**config.mk**
```make
export PLATFORM = sky130hd
export DESIGN_NAME = src_reclocker_ctrl
export DESIGN_NICKNAME = d
export VERILOG_FILES = /design/src/hw/src_pkg.sv /design/src/hw/src_sync2.sv /design/src/hw/src_reclocker_ctrl.sv
export VERILOG_INCLUDE_DIRS = /design/src /design/src/hw
export SDC_FILE = /design/constraint.sdc
export NUM_CORES = 1
export LEC_CHECK = 0
export BUFFER_PORTS_ARGS = -buffer_cell sky130_fd_sc_hd__buf_2
export CORE_UTILIZATION = 42
export DETAILED_ROUTE_END_ITERATION = 16
export MAX_ROUTING_LAYER = met4
export PLACE_DENSITY = 0.75
export SETUP_SLACK_MARGIN = 0.15
export SYNTH_ARGS = -nofsm -noshare
export SYNTH_HDL_FRONTEND = slang
export SYNTH_SLANG_ARGS = --single-unit
export TNS_END_PERCENT = 10
```
**constraint.sdc**
```tcl
create_clock -name I_CLK -period 1.72 [get_ports I_CLK]
set_clock_uncertainty 0.1 [all_clocks]
set_input_delay 0.172 -clock I_CLK [delete_from_list [all_inputs] [get_ports I_CLK]]
set_output_delay 0.172 -clock I_CLK [all_outputs]
set_load 0.03 [all_outputs]
```
**src/hw/src_params.svh**
```systemverilog
// Constants of the reclocker control block
`ifndef SRC_PARAMS_SVH
`define SRC_PARAMS_SVH
// ************************************
// Register map (byte addresses)
// ************************************
`define SRC_ADDR_W 4
`define SRC_OFF_CTRL 4'h0
`define SRC_OFF_STAT 4'h4
`define SRC_OFF_RATE 4'h8
// ************************************
// Control register fields
// ************************************
`define SRC_CTRL_SW_EN 0
`define SRC_CTRL_RATE_LO 1
`define SRC_CTRL_RATE_HI 2
`define SRC_CTRL_BYPASS 3
`define SRC_CTRL_MUTE_N 4
`define SRC_CTRL_SCO_EN 5
`define SRC_CTRL_W 6
`define SRC_CTRL_RST 6'h10
// ************************************
// Status register fields
// ************************************
`define SRC_STAT_LOCK 0
`define SRC_STAT_RATE 1
`define SRC_STAT_BYP 2
`define SRC_STAT_MUTE 3
`define SRC_STAT_TEST 4
// ************************************
// Pad pull levels
// ************************************
`define SRC_PULL_RATE 2'h0
`define SRC_PULL_BYPASS 1'h0
`define SRC_PULL_SCO_EN 1'h0
`define SRC_PULL_MUTE_N 1'h1
// ************************************
// Timing
// ************************************
`define SRC_CLK_PS 8000
`define SRC_RATE_VALID_PS 37000
`define SRC_RATE_VALID_CYC ((`SRC_RATE_VALID_PS + `SRC_CLK_PS - 1) / `SRC_CLK_PS)
`define SRC_UNLOCK_MAX_NS 1000000
`define SRC_UNLOCK_MAX_CYC ((`SRC_UNLOCK_MAX_NS * 1000) / `SRC_CLK_PS)
`endif

```
**src/hw/src_pkg.sv**
```systemverilog
// Types of the reclocker control block
package src_pkg;
  typedef enum logic [1:0] {
    RSEL_AUTO = 2'b00,
    RSEL_SD = 2'b01,
    RSEL_HD = 2'b10,
    RSEL_TEST = 2'b11
  } src_rsel_t;

  typedef enum logic [3:0] {
    RD_NONE = 4'h0, RD_270 = 4'h1, RD_1483 = 4'h2, RD_1485 = 4'h3,
    RD_2967 = 4'h4, RD_2970 = 4'h5, RD_143 = 4'h6, RD_177 = 4'h7,
    RD_360 = 4'h8, RD_540 = 4'h9, RD_HARM = 4'ha, RD_OTHER = 4'hb
  } src_rdet_t;

  typedef enum logic [1:0] {
    OM_MUTE = 2'b00,
    OM_RETIMED = 2'b01,
    OM_BYPASS = 2'b10,
    OM_CLOCK = 2'b11
  } src_omode_t;

  typedef struct packed {
    src_omode_t mode;
    logic leg_p;
    logic leg_n;
  } src_out_t;

  // Declared from the top bit down so that sw_en lands in bit 0 of the control word
  typedef struct packed {
    logic sco_en;
    logic mute_n;
    logic bypass;
    src_rsel_t rate;
    logic sw_en;
  } src_ctrl_t;
endpackage : src_pkg

```
**src/hw/src_sync2.sv**
```systemverilog
// Two-flop synchroniser with a reset level
module src_sync2 #(
  parameter int W = 1,
  parameter logic [W-1:0] RST = '0
) (
  input wire logic clk,
  input wire logic arst_n,
  input wire logic [W-1:0] d,
  output logic [W-1:0] q
);
  logic [W-1:0] meta_r;

  always_ff @(posedge clk or negedge arst_n) begin
    if (!arst_n) begin
      meta_r <= RST;
      q <= RST;
    end else begin
      meta_r <= d;
      q <= meta_r;
    end
  end
endmodule : src_sync2

```
**src/hw/src_reclocker_ctrl.sv**
```systemverilog
// Reclocker control: rate select, lock, bypass, mute and output multiplexing
//
// Our own choices: the register offsets and the Wishbone slave port.
`include "src_params.svh"

module src_reclocker_ctrl
  import src_pkg::*;
(
  // Clock and reset
  input wire logic I_CLK,
  input wire logic I_ARST_N,
  // Control pins
  input wire logic [1:0] I_RATE_SEL,
  input wire logic I_BYPASS,
  input wire logic I_MUTE_N,
  input wire logic I_SCO_EN,
  // Analog front-end status
  input wire logic I_CARRIER,
  input wire logic I_PLL_LOCK,
  input wire logic [3:0] I_RATE_DET,
  // Output stage control
  output src_out_t O_PRIMARY_DATA_OUT,
  output src_out_t O_SECOND_OUTPUT_MUX,
  // Indicators
  output logic O_PLL_LOCKED_FLAG,
  output logic O_RATE_CLASS_INDICATOR,
  // Wishbone slave
  input wire logic I_WB_CYC,
  input wire logic I_WB_STB,
  input wire logic I_WB_WE,
  input wire logic [`SRC_ADDR_W-1:0] I_WB_ADR,
  input wire logic [3:0] I_WB_SEL,
  input wire logic [31:0] I_WB_DAT,
  output logic [31:0] O_WB_DAT,
  output logic O_WB_ACK
);
  localparam int RV_CYC = `SRC_RATE_VALID_CYC;

  // ************************************
  // Pin and front-end synchronisers
  // ************************************
  logic [1:0] rate_pin;
  logic byp_pin, mute_n_pin, sco_pin;
  logic carrier_s, pll_lock_s;
  logic [3:0] rdet_s;

  src_sync2 #(.W(5), .RST({`SRC_PULL_RATE, `SRC_PULL_BYPASS, `SRC_PULL_MUTE_N, `SRC_PULL_SCO_EN})) u_sync_pins (
    .clk(I_CLK),
    .arst_n(I_ARST_N),
    .d({I_RATE_SEL, I_BYPASS, I_MUTE_N, I_SCO_EN}),
    .q({rate_pin, byp_pin, mute_n_pin, sco_pin})
  );

  src_sync2 #(.W(6), .RST(6'h00)) u_sync_afe (
    .clk(I_CLK),
    .arst_n(I_ARST_N),
    .d({I_CARRIER, I_PLL_LOCK, I_RATE_DET}),
    .q({carrier_s, pll_lock_s, rdet_s})
  );

  // ************************************
  // Register file
  // ************************************
  src_ctrl_t ctrl_r;
  logic ack_r;
  logic [31:0] rdat_r;
  logic wb_req;
  logic lock_r, rate_r, byp_act, muted, test_mode;
  src_rdet_t rdet_r;

  assign wb_req = I_WB_CYC && I_WB_STB && !ack_r;

  always_ff @(posedge I_CLK or negedge I_ARST_N) begin
    if (!I_ARST_N) begin
      ctrl_r <= `SRC_CTRL_RST;
    end else if (ack_r && I_WB_CYC && I_WB_STB && I_WB_WE && I_WB_SEL[0] && I_WB_ADR == `SRC_OFF_CTRL) begin
      ctrl_r <= I_WB_DAT[`SRC_CTRL_W-1:0];
    end
  end

  always_ff @(posedge I_CLK or negedge I_ARST_N) begin
    if (!I_ARST_N) begin
      ack_r <= 1'b0;
      rdat_r <= 32'h0;
    end else begin
      ack_r <= wb_req;
      rdat_r <= 32'h0;
      if (wb_req && !I_WB_WE) begin
        if (I_WB_ADR == `SRC_OFF_CTRL) begin
          rdat_r <= {26'h0, ctrl_r};
        end else if (I_WB_ADR == `SRC_OFF_STAT) begin
          rdat_r[`SRC_STAT_LOCK] <= lock_r;
          rdat_r[`SRC_STAT_RATE] <= rate_r;
          rdat_r[`SRC_STAT_BYP] <= byp_act;
          rdat_r[`SRC_STAT_MUTE] <= muted;
          rdat_r[`SRC_STAT_TEST] <= test_mode;
        end else if (I_WB_ADR == `SRC_OFF_RATE) begin
          rdat_r <= {28'h0, rdet_r};
        end
      end
    end
  end

  assign O_WB_ACK = ack_r;
  assign O_WB_DAT = rdat_r;

  // ************************************
  // Effective controls
  // ************************************
  src_rsel_t rsel;
  logic byp_force, mute_n_eff, sco_en;

  assign rsel = ctrl_r.sw_en ? ctrl_r.rate : src_rsel_t'(rate_pin);
  assign byp_force = ctrl_r.sw_en ? ctrl_r.bypass : byp_pin;
  assign mute_n_eff = ctrl_r.sw_en ? ctrl_r.mute_n : mute_n_pin;
  assign sco_en = ctrl_r.sw_en ? ctrl_r.sco_en : sco_pin;
  assign test_mode = rsel == RSEL_TEST;

  // ************************************
  // Rate detector qualification
  // ************************************
  logic [3:0] rdet_prev_r;
  logic rdet_chg;

  always_ff @(posedge I_CLK or negedge I_ARST_N) begin
    if (!I_ARST_N) begin
      rdet_prev_r <= 4'h0;
      rdet_r <= RD_NONE;
    end else begin
      rdet_prev_r <= rdet_s;
      if (rdet_s == rdet_prev_r) begin
        rdet_r <= src_rdet_t'(rdet_s);
      end
    end
  end

  assign rdet_chg = rdet_s != rdet_prev_r || src_rdet_t'(rdet_s) != rdet_r;

  // ************************************
  // Lock decision
  // ************************************
  logic is_sd, is_hd, supported, family_ok, lock_nxt;

  assign is_sd = rdet_r == RD_270;
  assign is_hd = rdet_r == RD_1483 || rdet_r == RD_1485 || rdet_r == RD_2967 || rdet_r == RD_2970;
  assign supported = is_sd || is_hd;

  always_comb begin
    case (rsel)
      RSEL_AUTO: family_ok = supported;
      RSEL_SD: family_ok = is_sd;
      RSEL_HD: family_ok = is_hd;
      default: family_ok = 1'b0;
    endcase
  end

  assign lock_nxt = carrier_s && pll_lock_s && family_ok && !rdet_chg;

  always_ff @(posedge I_CLK or negedge I_ARST_N) begin
    if (!I_ARST_N) begin
      lock_r <= 1'b0;
    end else begin
      lock_r <= lock_nxt;
    end
  end

  assign O_PLL_LOCKED_FLAG = lock_r;

  // ************************************
  // Rate class indicator
  // ************************************
  logic lock_d_r;
  logic [2:0] rv_cnt_r;

  always_ff @(posedge I_CLK or negedge I_ARST_N) begin
    if (!I_ARST_N) begin
      lock_d_r <= 1'b0;
      rv_cnt_r <= 3'h0;
      rate_r <= 1'b0;
    end else begin
      lock_d_r <= lock_r;
      if (lock_r != lock_d_r) begin
        rv_cnt_r <= 3'(RV_CYC - 1);
      end else if (rv_cnt_r != 3'h0) begin
        rv_cnt_r <= rv_cnt_r - 3'h1;
      end
      if (!lock_r) begin
        rate_r <= 1'b0;
      end else if (rv_cnt_r == 3'h1) begin
        rate_r <= is_sd;
      end
    end
  end

  assign O_RATE_CLASS_INDICATOR = rate_r;

  // ************************************
  // Output multiplexing
  // ************************************
  src_out_t pri_nxt, sec_nxt, pri_r, sec_r;

  assign muted = !mute_n_eff;
  assign byp_act = byp_force || !lock_r;

  always_comb begin
    pri_nxt = '{mode: OM_RETIMED, leg_p: 1'b0, leg_n: 1'b0};
    sec_nxt = '{mode: OM_RETIMED, leg_p: 1'b0, leg_n: 1'b0};
    if (muted) begin
      pri_nxt = '{mode: OM_MUTE, leg_p: 1'b1, leg_n: 1'b0};
    end else if (byp_act) begin
      pri_nxt.mode = OM_BYPASS;
    end
    if (muted || (sco_en && byp_act)) begin
      sec_nxt = '{mode: OM_MUTE, leg_p: 1'b1, leg_n: 1'b0};
    end else if (sco_en) begin
      sec_nxt.mode = OM_CLOCK;
    end else if (byp_act) begin
      sec_nxt.mode = OM_BYPASS;
    end
  end

  always_ff @(posedge I_CLK or negedge I_ARST_N) begin
    if (!I_ARST_N) begin
      pri_r <= '{mode: OM_MUTE, leg_p: 1'b1, leg_n: 1'b0};
      sec_r <= '{mode: OM_MUTE, leg_p: 1'b1, leg_n: 1'b0};
    end else begin
      pri_r <= pri_nxt;
      sec_r <= sec_nxt;
    end
  end

  assign O_PRIMARY_DATA_OUT = pri_r;
  assign O_SECOND_OUTPUT_MUX = sec_r;
endmodule : src_reclocker_ctrl

```
Yosys cells after proc, flatten, opt, wreduce, memory -nomap -nowiden:

Cells that the tools add are included.

* add/sub/neg operators: 1
* multiply operators: 0
* divide/modulo/power cells: 0
* $lt $le $gt $ge: 0
* equality and inequality tests: 16
* shift operators: 0
* multiplexer cells: 20
* bitwise gates (word level): 0
* reduce and logical (&&, ||, !) cells: 28

Operators with widths (count)
* 32-bit 2-to-1 mux: 2
* 27-bit 2-to-1 mux: 1
* 2-bit 2-to-1 mux: 7
* 4-bit by 3-bit == test with 1-bit output, second input constant: 3
* 1-bit logical AND: 12
* 4-bit by 2-bit == test with 1-bit output, second input constant: 2
* 4-bit inequality test: 2
* 1-bit logical OR: 7
* 3-bit 2-to-1 mux: 2
* 1-bit logical NOT: 5
* 1-bit 2-to-1 mux: 5
* 5-bit 2-to-1 mux: 1
* 2-bit == test, second input constant: 2
* 4-bit by 1-bit == test with 1-bit output, second input constant: 1
* 4-bit == test: 1
* 4-bit == test, second input constant: 1
* 4-bit logical NOT: 1
* 4-bit 2-to-1 mux: 1
* 3-bit by 1-bit == test with 1-bit output, second input constant: 1
* 1-bit case mux with 3 select lines: 1
* 3-bit nonzero test: 1
* 3-bit by 1-bit subtractor with 3-bit output, second input constant: 1
* 2-bit by 1-bit == test with 1-bit output, second input constant: 1
* 2-bit logical NOT: 1
* other kinds (3): 3

* bits in registers: 83
* bits in latches: 0
* memory bits (writable): 0
* bits in read-only memories: 0
* bits of input ports: 56
* output and inout port bits: 43
* word-level logic and storage cells: 88
* memories: 0

Longest topological paths before layout:

* depth after elaboration: 8
* gate-level depth with buffers: 5
* gate-level depth less buffers: 5

Hierarchy:

From an unflattened synthesis, not the netlist that was laid out.

* cell total of the unflattened synthesis: 174
* area total of the unflattened synthesis: 2224.6 um^2

Modules (own cells, without submodules)
* src_reclocker_ctrl: instances 1, cells an instance 152, area an instance 1671.6 um^2, seq. area each 829.5 um^2
* src_sync2 (u_sync_afe): instances 1, cells an instance 12, area an instance 300.3 um^2, seq. area each 300.3 um^2
* src_sync2 (u_sync_pins): instances 1, cells an instance 10, area an instance 252.7 um^2, seq. area each 252.7 um^2

Least setup slack after synthesis:

No wires, ideal clock.

* path type: input-to-reg
* start: input port I_WB_ADR[2]
* end: register ctrl_r[0] (netlist name)
* setup time: 0.125 ns
* arrival time: 1.507 ns
* data required time: 1.495 ns
* setup slack: -0.012 ns
* stages on the path: 5
* buffers on the path: 2
* cell sequence: buf_6 or4_4 or3_1 buf_6 mux2_4

* cells in the longest elaborated chain, start to end: 2

Ends and longest elaborated chain
* start, declared: RTL line src_reclocker_ctrl.sv:31 `` input wire logic [`SRC_ADDR_W-1:0] I_WB_ADR, ``
* 4-bit logical NOT (no line)
* 1-bit logical AND (no line)
* end signal, assigned: RTL line src_reclocker_ctrl.sv:75 `` ctrl_r <= `SRC_CTRL_RST; ``
* end signal, assigned: RTL line src_reclocker_ctrl.sv:77 `` ctrl_r <= I_WB_DAT[`SRC_CTRL_W-1:0]; ``
* end, declared: RTL line src_reclocker_ctrl.sv:64 `src_ctrl_t ctrl_r;`

No other way between the ends.
A chain may end at the register's enable or synchronous reset.

Final worst setup path:

* start: register ack_r, in the netlist O_WB_ACK
* end: register rdat_r[4], in the netlist O_WB_DAT[4]

* cells in the longest elaborated chain, start to end: 4

Ends and longest elaborated chain
* start, declared: RTL line src_reclocker_ctrl.sv:65 `logic ack_r;`
* start signal, assigned: RTL line src_reclocker_ctrl.sv:86 `ack_r <= wb_req;`
* 1-bit logical NOT: RTL line src_reclocker_ctrl.sv:71 `assign wb_req = I_WB_CYC && I_WB_STB && !ack_r;`
* 1-bit logical AND: RTL line src_reclocker_ctrl.sv:71
* 1-bit logical AND: RTL line src_reclocker_ctrl.sv:88 `if (wb_req && !I_WB_WE) begin`
* 32-bit 2-to-1 mux: RTL line src_reclocker_ctrl.sv:88
* end signal, assigned: RTL line src_reclocker_ctrl.sv:90 `rdat_r <= {26'h0, ctrl_r};`
* end signal, assigned by index: RTL line src_reclocker_ctrl.sv:92 `` rdat_r[`SRC_STAT_LOCK] <= lock_r; ``
* end signal, assigned by index: RTL line src_reclocker_ctrl.sv:93 `` rdat_r[`SRC_STAT_RATE] <= rate_r; ``
* end, declared: RTL line src_reclocker_ctrl.sv:66 `logic [31:0] rdat_r;`

No other way between the ends.

==> out/qor.txt <==
Vias in the first global route = 1270
Outcome = finished clean
Die Ht = 75.13 µm
ANT cells = 0
DRT iter0 DRCs = 73
Synth unique cells = 37
Gpl congestion = 0.8289
Drt via density = 4.389
Net Sw Frac = 28.37%
RSZ-0062 raised after global routing = true
CTS H-tree lvls = 2
Total grt overflow = 0
Reg2Reg Depth = 3
Worst IR Drop VDD = 939.0 µV
Ports = 99
Core ar. = 5140 µm²
# clock sinks = 54
Clock latency on the worst-skew pair = 0.31 ns
Proportion of layout cells with a drive suffix above 1 = 31.56%
Sequential Power Share = 51.9%
Leak = 1.366 nW
P_sw = 0.8221 mW
Combinational share of power = 18.5%
Worst min-delay path category = input port to flop
Via count = 1378
Gr usage total = 14.71%
Synth warn = 0
Inst Count DP = 287
Area of the die = 5644 µm²
DRT Pass-1 Iters = 6
Max Clock Freq = 637.4 MHz
Minimum clock period = 1.569 ns
Cells after synthesis = 174
Core Util, Final = 54.43%
Setup Fix Bufs, Post-CTS = 0
Clock Power Share = 29.6%
Detail Route Antenna Nets = 0
Main area contributors after synthesis = dfrtp_1 (55%), buf_4 (9.7%), dfstp_2 (5.8%), mux2_4 (4.0%), xnor2_1 (3.1%)
Fin crit share = 91.21%
Worst EP required = 1.78 ns
#FFs+latches synth = 54
Initial antenna violation count = 0
Crit end category = flop
Worst EP arrival = 1.62 ns
Final Max Slew Viols = 0
Reg clk slew, reported paths = 0.10 ns
Synth top cells by count = dfrtp_1 (49), buf_4 (29), nor2_1 (14)
FF-to-FF Start = O_WB_ACK$_DFF_PN0_
Pint = 2.075 mW
Primary FF master, synth = dfrtp_1
Setup crit start = O_WB_ACK$_DFF_PN0_
Global-route wire length before repair = 5837 µm
Hold_sp = I_WB_CYC
Area Growth Syn to Fin = 24.57%
Max Root-Sink Buffers = 2
CTS buffer count = 5
Largest net degree at the start of global routing = 55
Synthesized cell area = 2246 µm²
Critical-path maximum fanout = 4
Final hold vios = 0
Top-count cell post-synth = dfrtp_1
Fraction of registers with async set/reset = 100.0%
CTS Root Cell = clkbuf_8
Port buffer count = 41
Seq/Total Area, Yosys = 60.45%
Max-capacitance violation count = 0
Critical path startpoint category = flop
Residual DRC = 0
Routed WL = 3700 µm
Syn avg cell area = 12.91 µm²
Area leader, netlist = dfrtp_1
Hold Path Stages = 3
CTS tree = done
Initial Utilization = 43.70%
Setup Viol. Count Final = 0
PD cells = 1036 nW/µm²
Reg2reg setup slack = 0.15 ns
DIE WIDTH = 75.13 µm
FP Rows = 26
Final #Nets = 302
Non-Filler Instances = 314
WL/cell = 11.78 µm
CP Class = flop to flop
Top-area cell type share of the netlist area = 54.60%
Number of synthesized flops with an enable pin = 0
HPWL Detailed = 2391 µm
-- critical path, stage by stage (launching register included) --
cell and delay (ns):
dfrtp_2 0.45, nor4bb_4 0.31, nand2_1 0.11, a2111oi_1 0.45
-- placed cells by master (no fill, tap or decap), drive strengths merged, types with 2 or more instances in the layout --
cell type,count
a21oi,3
or3,2
nor2,14
conb,28
ha,3
dfrtp,49
nand2,3
o21ai,3
inv,7
nor3,3
mux2,11
nand3,2
dfstp,5
mux2i,4
nor4,2
nand4,2
a21boi,2
dlygate4sd3,19
a211oi,2
buf,48
nand2b,3
xnor2,8
xor2,2
clkbuf,5
-- registers in the layout (all words and copies together) (netlist names), 2 cells and up --
register,count
u_sync_afe.q,6
O_SECOND_OUTPUT_MUX,3
rdet_prev_r,4
u_sync_afe.meta_r,6
u_sync_pins.q,5
O_PRIMARY_DATA_OUT,2
O_WB_DAT,6
rdet_r,4
ctrl_r,6
rv_cnt_r,3
u_sync_pins.meta_r,5
-- logic make-up after synthesis --
logic type      Yosys count  synth area share, %
flops                    54                60.45
buf+inv                  38                11.87
simple gates             36                8.524
compound gates           17                5.125
mux                      15                8.301
xor+xnor                 10                3.900
fa+ha+maj                 3                1.671
other cells               1               0.1670
-- layer usage --
layer  GRT usage, %  up-vias  share of wire [%]
met5              -        -                  0
met4          5.870        0               0.97
met3          3.748        6                4.7
met2          22.62       44                 49
met1          18.65      663                 45
li1               -      665                  -
-- metrics by stage --
stage                     setup WS (ns)  cell area (µm²)  hold WS (ns)  TNS [ns]  total power [mW]
after floorplan                 0.02689             2347       -0.2236         0             1.922
after global placement          -0.1667             2461       0.08515   -0.9557             1.999
after detailed placement        -0.1800             2461       0.08189   -0.9938             2.023
after CTS                        0.1442             2771     0.0001525         0             2.922
after global routing             0.1384             2798       0.03573         0             3.066
final                            0.1511             2798       0.01721         0             2.897
-- final cells by class --
type | instances | area, µm²
repair buffers | 67 | 460.4
flip-flops and latches | 54 | 1359
inverters | 6 | 22.52
clock inverters | 3 | 48.80
well taps | 70 | 87.58
multi-input cells | 109 | 750.7
fillers | 454 | 2342
clock buffers | 5 | 68.82
-- path summary, 6_finish.rpt --
kind,end
max,O_WB_DAT[4]$_DFF_PN0_
min,O_WB_ACK$_DFF_PN0_
max reg2reg,O_WB_DAT[4]$_DFF_PN0_
min reg2reg,u_sync_afe.q[1]$_DFF_PN0_
max in group asynchronous,ctrl_r[4]$_DFFE_PN1P_
min in group asynchronous,rv_cnt_r[1]$_DFFE_PN0P_
-- timing repair --
item | 4_1_cts | 5_1_grt
endpoints found under the hold margin | 66 | 1
gates cloned | 0 | 0
setup endpoints to repair | 7 | 5
hold buffers | 18 | 1
gates resized for setup | 3 | 3
-- power groups by stage --
stage               sequential, mW  combinational [mW]  clock [mW]
floorplan                     1.51               0.414           0
global placement              1.52               0.480           0
detailed placement            1.53               0.495           0
CTS                           1.50               0.534       0.884
global route                  1.52               0.603       0.939
finish                        1.50               0.536       0.858
(Power assumes the default switching activity.)
